[src/rtl/tsp_pkg.sv]
// Package of register map, field positions and timing constants for timer8
package tsp_pkg;

    // Register byte addresses on the plain register port
    localparam logic [7:0] ADDR_COUNT      = 8'h01;
    localparam logic [7:0] ADDR_INT_CTRL   = 8'h0b;
    localparam logic [7:0] ADDR_INT_CTRL_B = 8'h8b;
    localparam logic [7:0] ADDR_OPTION     = 8'h81;

    // Reset values
    localparam logic [7:0] RST_INT_CTRL = 8'h00;
    localparam logic [7:0] RST_OPTION   = 8'hff;
    localparam logic [7:0] RST_COUNT    = 8'h00;
    localparam logic [7:0] RDATA_NONE   = 8'h00;

    // Field positions in option_config
    localparam int OPT_CLK_SRC   = 5;
    localparam int OPT_EDGE_SEL  = 4;
    localparam int OPT_PSC_ASGN  = 3;
    localparam int OPT_RATE_LO   = 0;
    localparam int RATE_W        = 3;

    // Field positions in interrupt_control
    localparam int INT_OVF_EN    = 5;
    localparam int INT_OVF_FLAG  = 2;

    // Counter wrap value
    localparam logic [7:0] COUNT_MAX = 8'hff;

    // Quarter phases of one instruction cycle, one ref_clk each
    localparam logic [1:0] PHASE_Q2 = 2'h1;
    localparam logic [1:0] PHASE_Q4 = 2'h3;
    localparam int         PHASE_INSTR_BIT = 1;

    // Instruction cycles of increment inhibit after a counter write
    localparam logic [1:0] INHIBIT_CYCLES = 2'h2;

    // Prescaler divide exponent width (0..8)
    localparam int DIV_W = 4;
    localparam logic [3:0] DIV_ONE = 4'h1;

endpackage

[src/rtl/tsp_psc_if.sv]
// Interface between the timer core and the shared prescaler
`timescale 1ns/1ns
`default_nettype none
interface tsp_psc_if;
    logic                          src_level; // Level whose rises are counted
    logic                          clear;     // Clear prescaler count
    logic [tsp_pkg::DIV_W-1:0]     div_log2;  // Divide by 2**div_log2
    logic                          out_level; // Divided level

    modport ctl (
        output src_level,
        output clear,
        output div_log2,
        input  out_level
    );
    modport psc (
        input  src_level,
        input  clear,
        input  div_log2,
        output out_level
    );
endinterface
`default_nettype wire

[src/rtl/tsp_timer8.sv]
// Top of the 8-bit timer/counter with prescaler shared with the watchdog
`timescale 1ns/1ns
`default_nettype none

// Overview of operation
// - Readable, writable 8-bit counter register
// - Clock source clear counts instruction cycles
// - Counter write inhibits two instruction cycles
// - Clock source set counts external pin
// - Edge select chooses rising or falling
// - FFh to 00h wrap sets overflow flag
// - Overflow enable masks interrupt, flag records
// - Hardware never clears overflow flag
// - Counter halted during sleep
// - Unassigned prescaler passes input straight through
// - Count source sampled on Q2, Q4
// - One prescaler, counter or watchdog, exclusive
// - Rate field divides 1:2-1:256 or 1:1-1:128
// - Assignment bit zero counter, one watchdog
// - Counter write clears prescaler when assigned
module tsp_timer8 #(
    parameter int CNT_WIDTH = 8
) (
    input  wire logic       ref_clk,
    input  wire logic       rst_n,
    input  wire logic [7:0] reg_addr,
    input  wire logic [7:0] reg_wdata,
    input  wire logic       reg_wr,
    input  wire logic       reg_rd,
    output logic      [7:0] reg_rdata,
    input  wire logic       ext_count_input,
    input  wire logic       sleep_mode,
    input  wire logic       wdt_tick,
    input  wire logic       wdt_clear,
    output logic            wdt_timeout,
    output logic            overflow_irq
);

    // Wider counters would need a wider bus
    // Only the documented 8-bit counter is supported
    generate
        if (CNT_WIDTH != 8) begin : g_bad_width
            $error("tsp_timer8 supports CNT_WIDTH of 8 only");
        end
    endgenerate

    // Free-running quarter phase counter:
    // one instruction cycle is four clocks.
    // Inhibit, sample points and timer source
    // are all timed against this counter.
    // One record keeps reset and next state
    // easy to compare field by field.
    // All state of the timer core in one record
    typedef struct packed {
        logic [1:0]           phase;     // Quarter phase Q1..Q4 as 0..3
        logic                 pin_meta;  // First synchroniser stage
        logic                 pin_sync;  // Second synchroniser stage
        logic                 samp;      // Count level at last Q2/Q4
        logic [1:0]           inhibit;   // Instruction cycles still held
        logic [CNT_WIDTH-1:0] count;     // count_reg
        logic [7:0]           int_ctrl;  // interrupt_control
        logic [7:0]           option;    // option_config
        logic [7:0]           rdata;     // Read data, one cycle late
        logic                 wdt_prev;  // Watchdog level one clock ago
        logic                 wdt_pulse; // Registered timeout pulse
    } tsp_state_t;

    tsp_state_t st_r;                    // Registered state
    tsp_state_t st_nxt;                  // Next state

    // Interface keeps mux and prescaler
    // agreed on names and directions
    tsp_psc_if  psc_if ();               // Link to the shared prescaler

    // All combinational decodes of the state and the inputs
    // Decoded controls
    logic                            clk_src_ext;  // Counter mode
    logic                            edge_fall;    // Count falling edges
    logic                            psc_to_wdt;   // Prescaler on watchdog
    logic [tsp_pkg::RATE_W-1:0]      rate;         // prescale_rate
    logic                            instr_end;    // Last quarter phase
    logic                            sample_pt;    // Q2 or Q4
    logic                            wr_count;     // Write to count_reg
    logic                            wr_int;       // Write to int_ctrl
    logic                            wr_opt;       // Write to option
    logic                            cnt_src;      // Undivided count level
    logic                            cnt_level;    // Level seen by sampler
    logic                            wdt_level;    // Level for timeout
    logic                            count_inc;    // Counter advances now

    // Mode change acts one clock after write
    // Field decode from option_config
    assign clk_src_ext = st_r.option[tsp_pkg::OPT_CLK_SRC];
    assign edge_fall   = st_r.option[tsp_pkg::OPT_EDGE_SEL];
    assign psc_to_wdt  = st_r.option[tsp_pkg::OPT_PSC_ASGN];
    assign rate        = st_r.option[tsp_pkg::OPT_RATE_LO +:
                                     tsp_pkg::RATE_W];

    // Q1..Q4 are phase 0..3; Q4 ends a cycle
    // Quarter phase decode; one ref_clk per quarter phase
    assign instr_end = (st_r.phase == tsp_pkg::PHASE_Q4);
    assign sample_pt = (st_r.phase == tsp_pkg::PHASE_Q2) ||
                       (st_r.phase == tsp_pkg::PHASE_Q4);

    // Single-cycle strobes, effect next edge
    // Mirror saves software a page switch
    // Write decode; interrupt_control answers at both of its addresses
    assign wr_count = reg_wr && (reg_addr == tsp_pkg::ADDR_COUNT);
    assign wr_int   = reg_wr && ((reg_addr == tsp_pkg::ADDR_INT_CTRL) ||
                                 (reg_addr == tsp_pkg::ADDR_INT_CTRL_B));
    assign wr_opt   = reg_wr && (reg_addr == tsp_pkg::ADDR_OPTION);

    // Both modes hand a level, not a pulse,
    // so one rise detector style serves all
    // Undivided count source. Timer mode uses a level that is high in
    // Q3 and Q4, so it rises once per instruction cycle. Counter mode
    // inverts the synchronised pin for falling edges, so a rise always
    // marks the chosen edge. Flipping the edge bit can fake one edge.
    always_comb begin
        if (clk_src_ext) begin
            cnt_src = st_r.pin_sync ^ edge_fall;
        end else begin
            cnt_src = st_r.phase[tsp_pkg::PHASE_INSTR_BIT];
        end
    end

    // Only one owner of the prescaler.
    // The other side sees its raw source:
    // watchdog at base rate, or counter
    // counting every event undivided.
    // Switching owner leaves a stale count;
    // one false rise may follow.
    // Prescaler routing: it serves exactly one user at a time
    always_comb begin
        if (psc_to_wdt) begin
            psc_if.src_level = wdt_tick;
            // watchdog divides 1:1 up to 1:128
            psc_if.div_log2  = {1'b0, rate};
            psc_if.clear     = wdt_clear;
            cnt_level        = cnt_src;
            wdt_level        = psc_if.out_level;
        end else begin
            psc_if.src_level = cnt_src;
            // counter divides 1:2 up to 1:256
            psc_if.div_log2  = {1'b0, rate} + tsp_pkg::DIV_ONE;
            psc_if.clear     = wr_count;
            cnt_level        = psc_if.out_level;
            wdt_level        = wdt_tick;
        end
    end

    // Edges seen only at two sample points.
    // Pulses under two clocks high or low
    // can slip between them and be lost;
    // the price of a synchronous counter.
    // Holds come after the edge test, so the
    // sampler history still advances.
    // Increment on a rise of the divided level seen at Q2/Q4, unless a
    // write is pending, the inhibit window runs, or the core sleeps
    always_comb begin
        // Default: rise seen at a sample point
        // rise between two sample points
        count_inc = sample_pt && cnt_level && !st_r.samp;
        if (st_r.inhibit != 2'h0) begin
            count_inc = 1'b0;
        end
        if (sleep_mode) begin
            count_inc = 1'b0;
        end
        // A software write in the same cycle takes the counter
        if (wr_count) begin
            count_inc = 1'b0;
        end
    end

    // One process computes all next state;
    // the register process only copies it
    // Next-state logic of the whole core
    always_comb begin
        st_nxt = st_r;

        // Unnamed fields hold; no latches
        // Free-running quarter phase divider
        st_nxt.phase = st_r.phase + 2'h1;

        // Pin is asynchronous; first stage
        // may go metastable, so never read it
        // Two-stage synchroniser on the pin; only the second is read
        st_nxt.pin_meta = ext_count_input;
        st_nxt.pin_sync = st_r.pin_meta;

        // Updated even while held: an edge in a
        // hold is dropped, not delayed
        // Sampler keeps the level seen at the last Q2/Q4
        if (sample_pt) begin
            st_nxt.samp = cnt_level;
        end

        // Write arms two; each later Q4 takes one.
        // A write on a Q4 edge still holds two
        // full cycle ends, never fewer.
        // A new write restarts the window.
        // Inhibit window counts down at each instruction cycle end
        if (wr_count) begin
            st_nxt.inhibit = tsp_pkg::INHIBIT_CYCLES;
        end else if (instr_end && (st_r.inhibit != 2'h0)) begin
            st_nxt.inhibit = st_r.inhibit - 2'h1;
        end

        // Write beats increment, so a value read
        // straight back is never off by one
        // Counter register
        if (wr_count) begin
            st_nxt.count = reg_wdata[CNT_WIDTH-1:0];
        end else if (count_inc) begin
            st_nxt.count = st_r.count + 1'b1;
        end

        // Unused bits kept too, so reads return
        // exactly what software wrote
        // Option register, plain storage
        if (wr_opt) begin
            st_nxt.option = reg_wdata;
        end

        // All eight bits stored; bits of other
        // sources are kept but not acted on.
        // Overflow set applied after the write,
        // so an overflow meeting a clear stays.
        // Interrupt control: software writes every bit first
        if (wr_int) begin
            st_nxt.int_ctrl = reg_wdata;
        end
        // wrap sets overflow flag, set beats a clear
        if (count_inc && (st_r.count == tsp_pkg::COUNT_MAX)) begin
            st_nxt.int_ctrl[tsp_pkg::INT_OVF_FLAG] = 1'b1;
        end

        // One pulse per divided rise of tick.
        // A level that rose under the other
        // owner may give one early pulse.
        // Watchdog timeout as a one-clock pulse on each rise
        st_nxt.wdt_prev  = wdt_level;
        st_nxt.wdt_pulse = wdt_level && !st_r.wdt_prev;

        // Registered; stands one cycle only.
        // A late reader sees zero, not stale data
        // Read data for the cycle after the read strobe
        st_nxt.rdata = tsp_pkg::RDATA_NONE;
        if (reg_rd) begin
            case (reg_addr)
                tsp_pkg::ADDR_COUNT: begin
                    st_nxt.rdata = st_r.count;
                end
                tsp_pkg::ADDR_INT_CTRL,
                tsp_pkg::ADDR_INT_CTRL_B: begin
                    st_nxt.rdata = st_r.int_ctrl;
                end
                tsp_pkg::ADDR_OPTION: begin
                    st_nxt.rdata = st_r.option;
                end
                default: begin
                    // Unmapped addresses read as zero
                    st_nxt.rdata = tsp_pkg::RDATA_NONE;
                end
            endcase
        end
    end

    // Constants only, field by field, so no
    // next state leaks through during reset.
    // Option comes up all ones: counter mode,
    // falling edge, prescaler on watchdog at
    // its slowest rate. Program before use.
    // State register with synchronous reset to constants only
    always_ff @(posedge ref_clk) begin
        if (!rst_n) begin
            st_r.phase     <= 2'h0;
            st_r.pin_meta  <= 1'b0;
            st_r.pin_sync  <= 1'b0;
            st_r.samp      <= 1'b0;
            st_r.inhibit   <= 2'h0;
            st_r.count     <= tsp_pkg::RST_COUNT;
            st_r.int_ctrl  <= tsp_pkg::RST_INT_CTRL;
            st_r.option    <= tsp_pkg::RST_OPTION;
            st_r.rdata     <= tsp_pkg::RDATA_NONE;
            st_r.wdt_prev  <= 1'b0;
            st_r.wdt_pulse <= 1'b0;
        end else begin
            st_r <= st_nxt;
        end
    end

    // Hidden count, no software access;
    // cleared only by reset or through the routing above
    // Shared prescaler instance
    tsp_prescaler #(
        .PSC_WIDTH (8)
    ) u_prescaler (
        .ref_clk (ref_clk),
        .rst_n   (rst_n),
        .bus     (psc_if.psc)
    );

    // Data outputs leave from flip-flops.
    // Interrupt is an AND of two register
    // bits: follows a write next cycle.
    // Sleep never masks the flag itself.
    // Outputs
    assign reg_rdata   = st_r.rdata;
    assign wdt_timeout = st_r.wdt_pulse;
    assign overflow_irq = st_r.int_ctrl[tsp_pkg::INT_OVF_FLAG] &&
                          st_r.int_ctrl[tsp_pkg::INT_OVF_EN];

endmodule
`default_nettype wire

[src/rtl/tsp_prescaler.sv]
// Shared 8-bit prescaler counting rising edges of a source level
`timescale 1ns/1ns
`default_nettype none
module tsp_prescaler #(
    parameter int PSC_WIDTH = 8
) (
    input  wire logic ref_clk,
    input  wire logic rst_n,
    tsp_psc_if.psc    bus
);

    // Refuse widths the divide select cannot address
    generate
        if (PSC_WIDTH != 8) begin : g_bad_width
            $error("tsp_prescaler supports PSC_WIDTH of 8 only");
        end
    endgenerate

    // All state of the prescaler
    typedef struct packed {
        logic [PSC_WIDTH-1:0] cnt;      // Hidden divide count
        logic                 src_prev; // Source level one clock ago
    } tsp_psc_state_t;

    tsp_psc_state_t st_r;
    tsp_psc_state_t st_nxt;
    logic [tsp_pkg::DIV_W-1:0] tap;     // Count bit that forms the output

    // Next state: count rises of the source, clear wins over a count
    always_comb begin
        st_nxt = st_r;
        st_nxt.src_prev = bus.src_level;
        if (bus.clear) begin
            st_nxt.cnt = '0;
        end else if (bus.src_level && !st_r.src_prev) begin
            st_nxt.cnt = st_r.cnt + 1'b1;
        end
    end

    // Registered state, synchronous reset
    always_ff @(posedge ref_clk) begin
        if (!rst_n) begin
            st_r <= '0;
        end else begin
            st_r <= st_nxt;
        end
    end

    // Output tap: divide by one passes the source straight through
    assign tap = bus.div_log2 - tsp_pkg::DIV_ONE;
    assign bus.out_level = (bus.div_log2 == '0) ? bus.src_level
                                               : st_r.cnt[tap[2:0]];

endmodule
`default_nettype wire

[config.mk]
export PLATFORM = sky130hd
export DESIGN_NAME = tsp_timer8
export DESIGN_NICKNAME = d
export VERILOG_FILES = /design/src/rtl/tsp_pkg.sv /design/src/rtl/tsp_psc_if.sv /design/src/rtl/tsp_timer8.sv /design/src/rtl/tsp_prescaler.sv
export SDC_FILE = /design/constraint.sdc
export NUM_CORES = 1
export LEC_CHECK = 0
export ABC_CLOCK_PERIOD_IN_PS = 5600
export BUFFER_PORTS_ARGS = -buffer_cell sky130_fd_sc_hd__buf_2
export CORE_ASPECT_RATIO = 0.6
export CORE_MARGIN = 1
export CORE_UTILIZATION = 29
export CTS_BUF_LIST = sky130_fd_sc_hd__clkbuf_4 sky130_fd_sc_hd__clkbuf_8
export DETAILED_ROUTE_END_ITERATION = 10
export GPL_TIMING_DRIVEN = 0
export PLACE_DENSITY_LB_ADDON = 0.15
export SETUP_SLACK_MARGIN = 0.5
export SYNTH_ARGS = -nofsm -noshare
export SYNTH_HDL_FRONTEND = slang
export SYNTH_SLANG_ARGS = --single-unit
[constraint.sdc]
create_clock -name ref_clk -period 5.6 [get_ports ref_clk]
set_input_delay 0.56 -clock ref_clk [delete_from_list [all_inputs] [get_ports ref_clk]]
set_output_delay 0.56 -clock ref_clk [all_outputs]
set_load 0.02 [all_outputs]
==> summary.md <==
| Metric | Value |
|---|---|
| Setup Crit Path Kind | `flip-flop to flip-flop` |
| Placed Instances | `420` |
| Layout Skew | `0.00756 ns` |
| Tmin final | `~2.4 ns` |
| Rows | `25` |
| Layout cells sized above 1 | `between 20% and 30%` |
| TritonCTS clock tree | `yes` |
| Max layer used | `met4` |
| Crit share post-route | `a little over two fifths` |
| Leakage Power | `between 0.001 and 0.0015 uW` |
| Main combinational cell family by area after synthesis | `simple AND/OR/NAND/NOR gates` |
| Simple-gate area share of the yosys netlist | `26.0%` |
| Xor and xnor area share after synthesis | `between 6 and 7%` |
| IR Drop Worst-Case VDD | `between 90 and 100 uV` |
| Synthesized area | `2530 sq um` |
| Initial antenna violation count | `0` |
| Root buf cell | `clkbuf_8` |
| Area Overhead vs Synth | `15.4%` |
| Die width | `123 um` |
| Most frequent cells in the layout | `dfxtp_1, nand2_1, buf_2` |
| FFs w/ async S/R, synth | `0%` |
| Final hold vios | `0` |
| Setup crit end kind | `flip-flop` |
| Synth area leaders | `dfxtp_1, nand2_1, nand3_1` |
| GRT overflow | `0` |
| Largest net degree at the start of global routing | `15` |
| Commonest non-fill, non-tap cell in the layout | `dfxtp_1` |
| Worst Tran Pin Value | `between 0.6 and 0.7 ns` |
| Global placement routability congestion | `between 0.8 and 0.9` |
| #FFs+latches synth | `50` |
| Layout Utilization | `a little over a third` |
| DR vias | `about 2100` |
| Nets | `between 300 and 400` |
| Worst skew pair latency | `roughly 0.31 ns` |
| Pre-CTS setup slack | `around 3.1 ns` |
| Io pins | `34` |
| Total track usage | `15.6%` |
| Sequential share of the synthesized area | `about 40%` |
| WL met1 | `roughly 3.6 mm` |
| Number of warning messages in the yosys log | `0` |
| Post-synthesis cell count | `between 200 and 300` |
| Die H | `between 70 and 80 um` |
| Post-synthesis mux area share | `roughly 1.6%` |
| Met2 WL | `~2.3 mm` |
| DR pass1 iterations | `6` |
| Htree depth | `2` |
| Critical Path RT | `~5.8 ns` |
| Power per Cell Area | `~220 nW/um^2` |
| Fin Setup TNS | `0 ns` |
| Number of global-route vias before repair | `1948` |
| Final Instance Area | `roughly 2900 sq um` |
| Final setup fails | `0` |
| Post-synth EDFFs | `0` |
| Max-Cap Viols | `0` |
| Ys flop type | `dfxtp_1` |
| Largest area contributor in the netlist | `dfxtp_1` |
| Final slew viol count | `0` |
| DRC violations left | `0` |
| Starting Density | `~31%` |
| Cts bufs inserted | `5` |
| RSZ-0062 raised after global routing | `false` |
| CTS resizes | `0` |
| Post-CTS Setup Repair Bufs | `0` |
| Buffers from clock root to sink, at most | `2` |
| Area after DPL | `2830 sq um` |
| Crit path DAT | `~2.6 ns` |
| Post-synthesis compound-gate area fraction | `16.9%` |
| Synth Net Count | `310` |
| Distinct cell type count after synthesis | `just under 60` |
| Die area | `9130 sq um` |
| CTS Hold Bufs | `0` |
| Status | `finished, final reports clean` |
| Adder-cell share of the synthesized area | `under 10%` |
| Ant. Diodes | `0` |
| Via density | `4.98` |
| First-pass GRT wire length | `10.5 mm` |
| Crit path max fanout | `9` |
| Synth top area share | `39.5%` |
| Type of origin of the critical path | `flip-flop` |
| Routed Antenna Nets | `0` |
| Rel. slew slack | `between 50% and 60%` |
| Slack of the critical path | `roughly 3.2 ns` |
| Dpl hpwl | `between 5 and 6 mm` |
| Clk slew on worst S/H paths | `about 0.090 ns` |
| Max Freq | `about 0.42 GHz` |
| Wire length per cell | `about 15 um` |
| Iteration-0 DRC count of the detailed router | `218` |
| Total Wirelength | `roughly 6.4 mm` |
| Min-Delay Path Class | `flip-flop to flip-flop` |
| Routed wl met3 | `433 um` |
| Fin cells | `approximately 430` |
| PortBufs | `32` |
| Core area | `8160 sq um` |
| Sink Count | `50` |
| Post-Syn Area per Cell | `just over 9 sq um` |
==> worst max-delay path, stage by stage (launching register included) <==
cell,delay (ns)
dfxtp_1,0.50
ha_1,0.32
nor3b_1,0.29
o21ai_0,0.21
a21oi_1,0.31
a221oi_4,0.09
nor2_4,0.28
and4_1,0.24
nor3_1,0.05
==> power by group <==
| group | switching [uW] | internal [uW] | total (uW) |
|---|---|---|---|
| Clock | 123 | 105 | 228 |
| Sequential | 3.60 | 360 | 364 |
| Combinational | 26.1 | 18.4 | 44.4 |
==> cell type report <==
class                   count  area [sq um]
plain buffers              19           135
clock buffers               7          90.1
clock inverters             1          5.00
fillers                   861          5240
inverters                   7          28.8
multi-input cells         204          1370
flip-flops and latches     50          1000
well taps                 108           135
repair buffers             32           160
==> through the flow <==
stage | hold slack, ns | power [uW]
after global placement | 0.375 | 416
after global routing | 0.425 | 667
after floorplan | 0.367 | 396
final | 0.394 | 636
after CTS | 0.394 | 645
after detailed placement | 0.380 | 416
==> registers in the layout (all words and copies together), names as in the netlist, 3 cells and up <==
name and cells:
st_r 25, u_prescaler.st_r 9, reg_rdata 8, rate 3
==> kinds of logic (layout without fill, tap and decap cells) <==
| family | Yosys count | after routing |
|---|---|---|
| multiplexers | 4 | 4 |
| flip-flops | 50 | 50 |
| AO/OA/AOI/OAI | 56 | 56 |
| XOR/XNOR | 16 | 16 |
| buffers and inverters | 26 | 66 |
| AND/OR/NAND/NOR | 122 | 122 |
| adder cells (fa/ha/maj) | 6 | 6 |
==> per-layer routing <==
metal | track usage (%) | up-vias
li1 | - | 1067
met1 | 24.8 | 1001
met2 | 19.0 | 55
met3 | 4.45 | 8
met4 | 4.88 | 0
met5 | 0 | -
==> final timing paths <==
check,startpoint,end,slack [ns],depth (start not counted)
setup / recovery,rate[1]$_SDFFE_PN1P_,st_r[32]$_SDFFE_PN0P_,3.19,8
hold reg to reg,st_r[1]$_SDFF_PN0_,wdt_timeout$_SDFF_PN0_,0.39,1
hold / removal,st_r[1]$_SDFF_PN0_,wdt_timeout$_SDFF_PN0_,0.39,1
setup reg to reg,rate[1]$_SDFFE_PN1P_,st_r[32]$_SDFFE_PN0P_,3.19,8
==> Yosys cell counts, types with 2 or more instances <==
cell type and count:
dfxtp_1 50, nand2_1 36, nand3_1 23, nor2_1 21, a21oi_1 10, o21ai_0 10
a21boi_1 9, a222oi_1 8, buf_4 8, xor2_1 8, clkbuf_1 6, ha_1 6
inv_1 6, xnor2_1 6, and2_1 5, nor2b_1 5, nor3b_1 5, and3_1 4
o211ai_1 4, and4_1 3, buf_6 3, mux2i_1 3, nand4_1 3, nor3_1 3
or3_1 2
(Power assumes the default switching activity.)
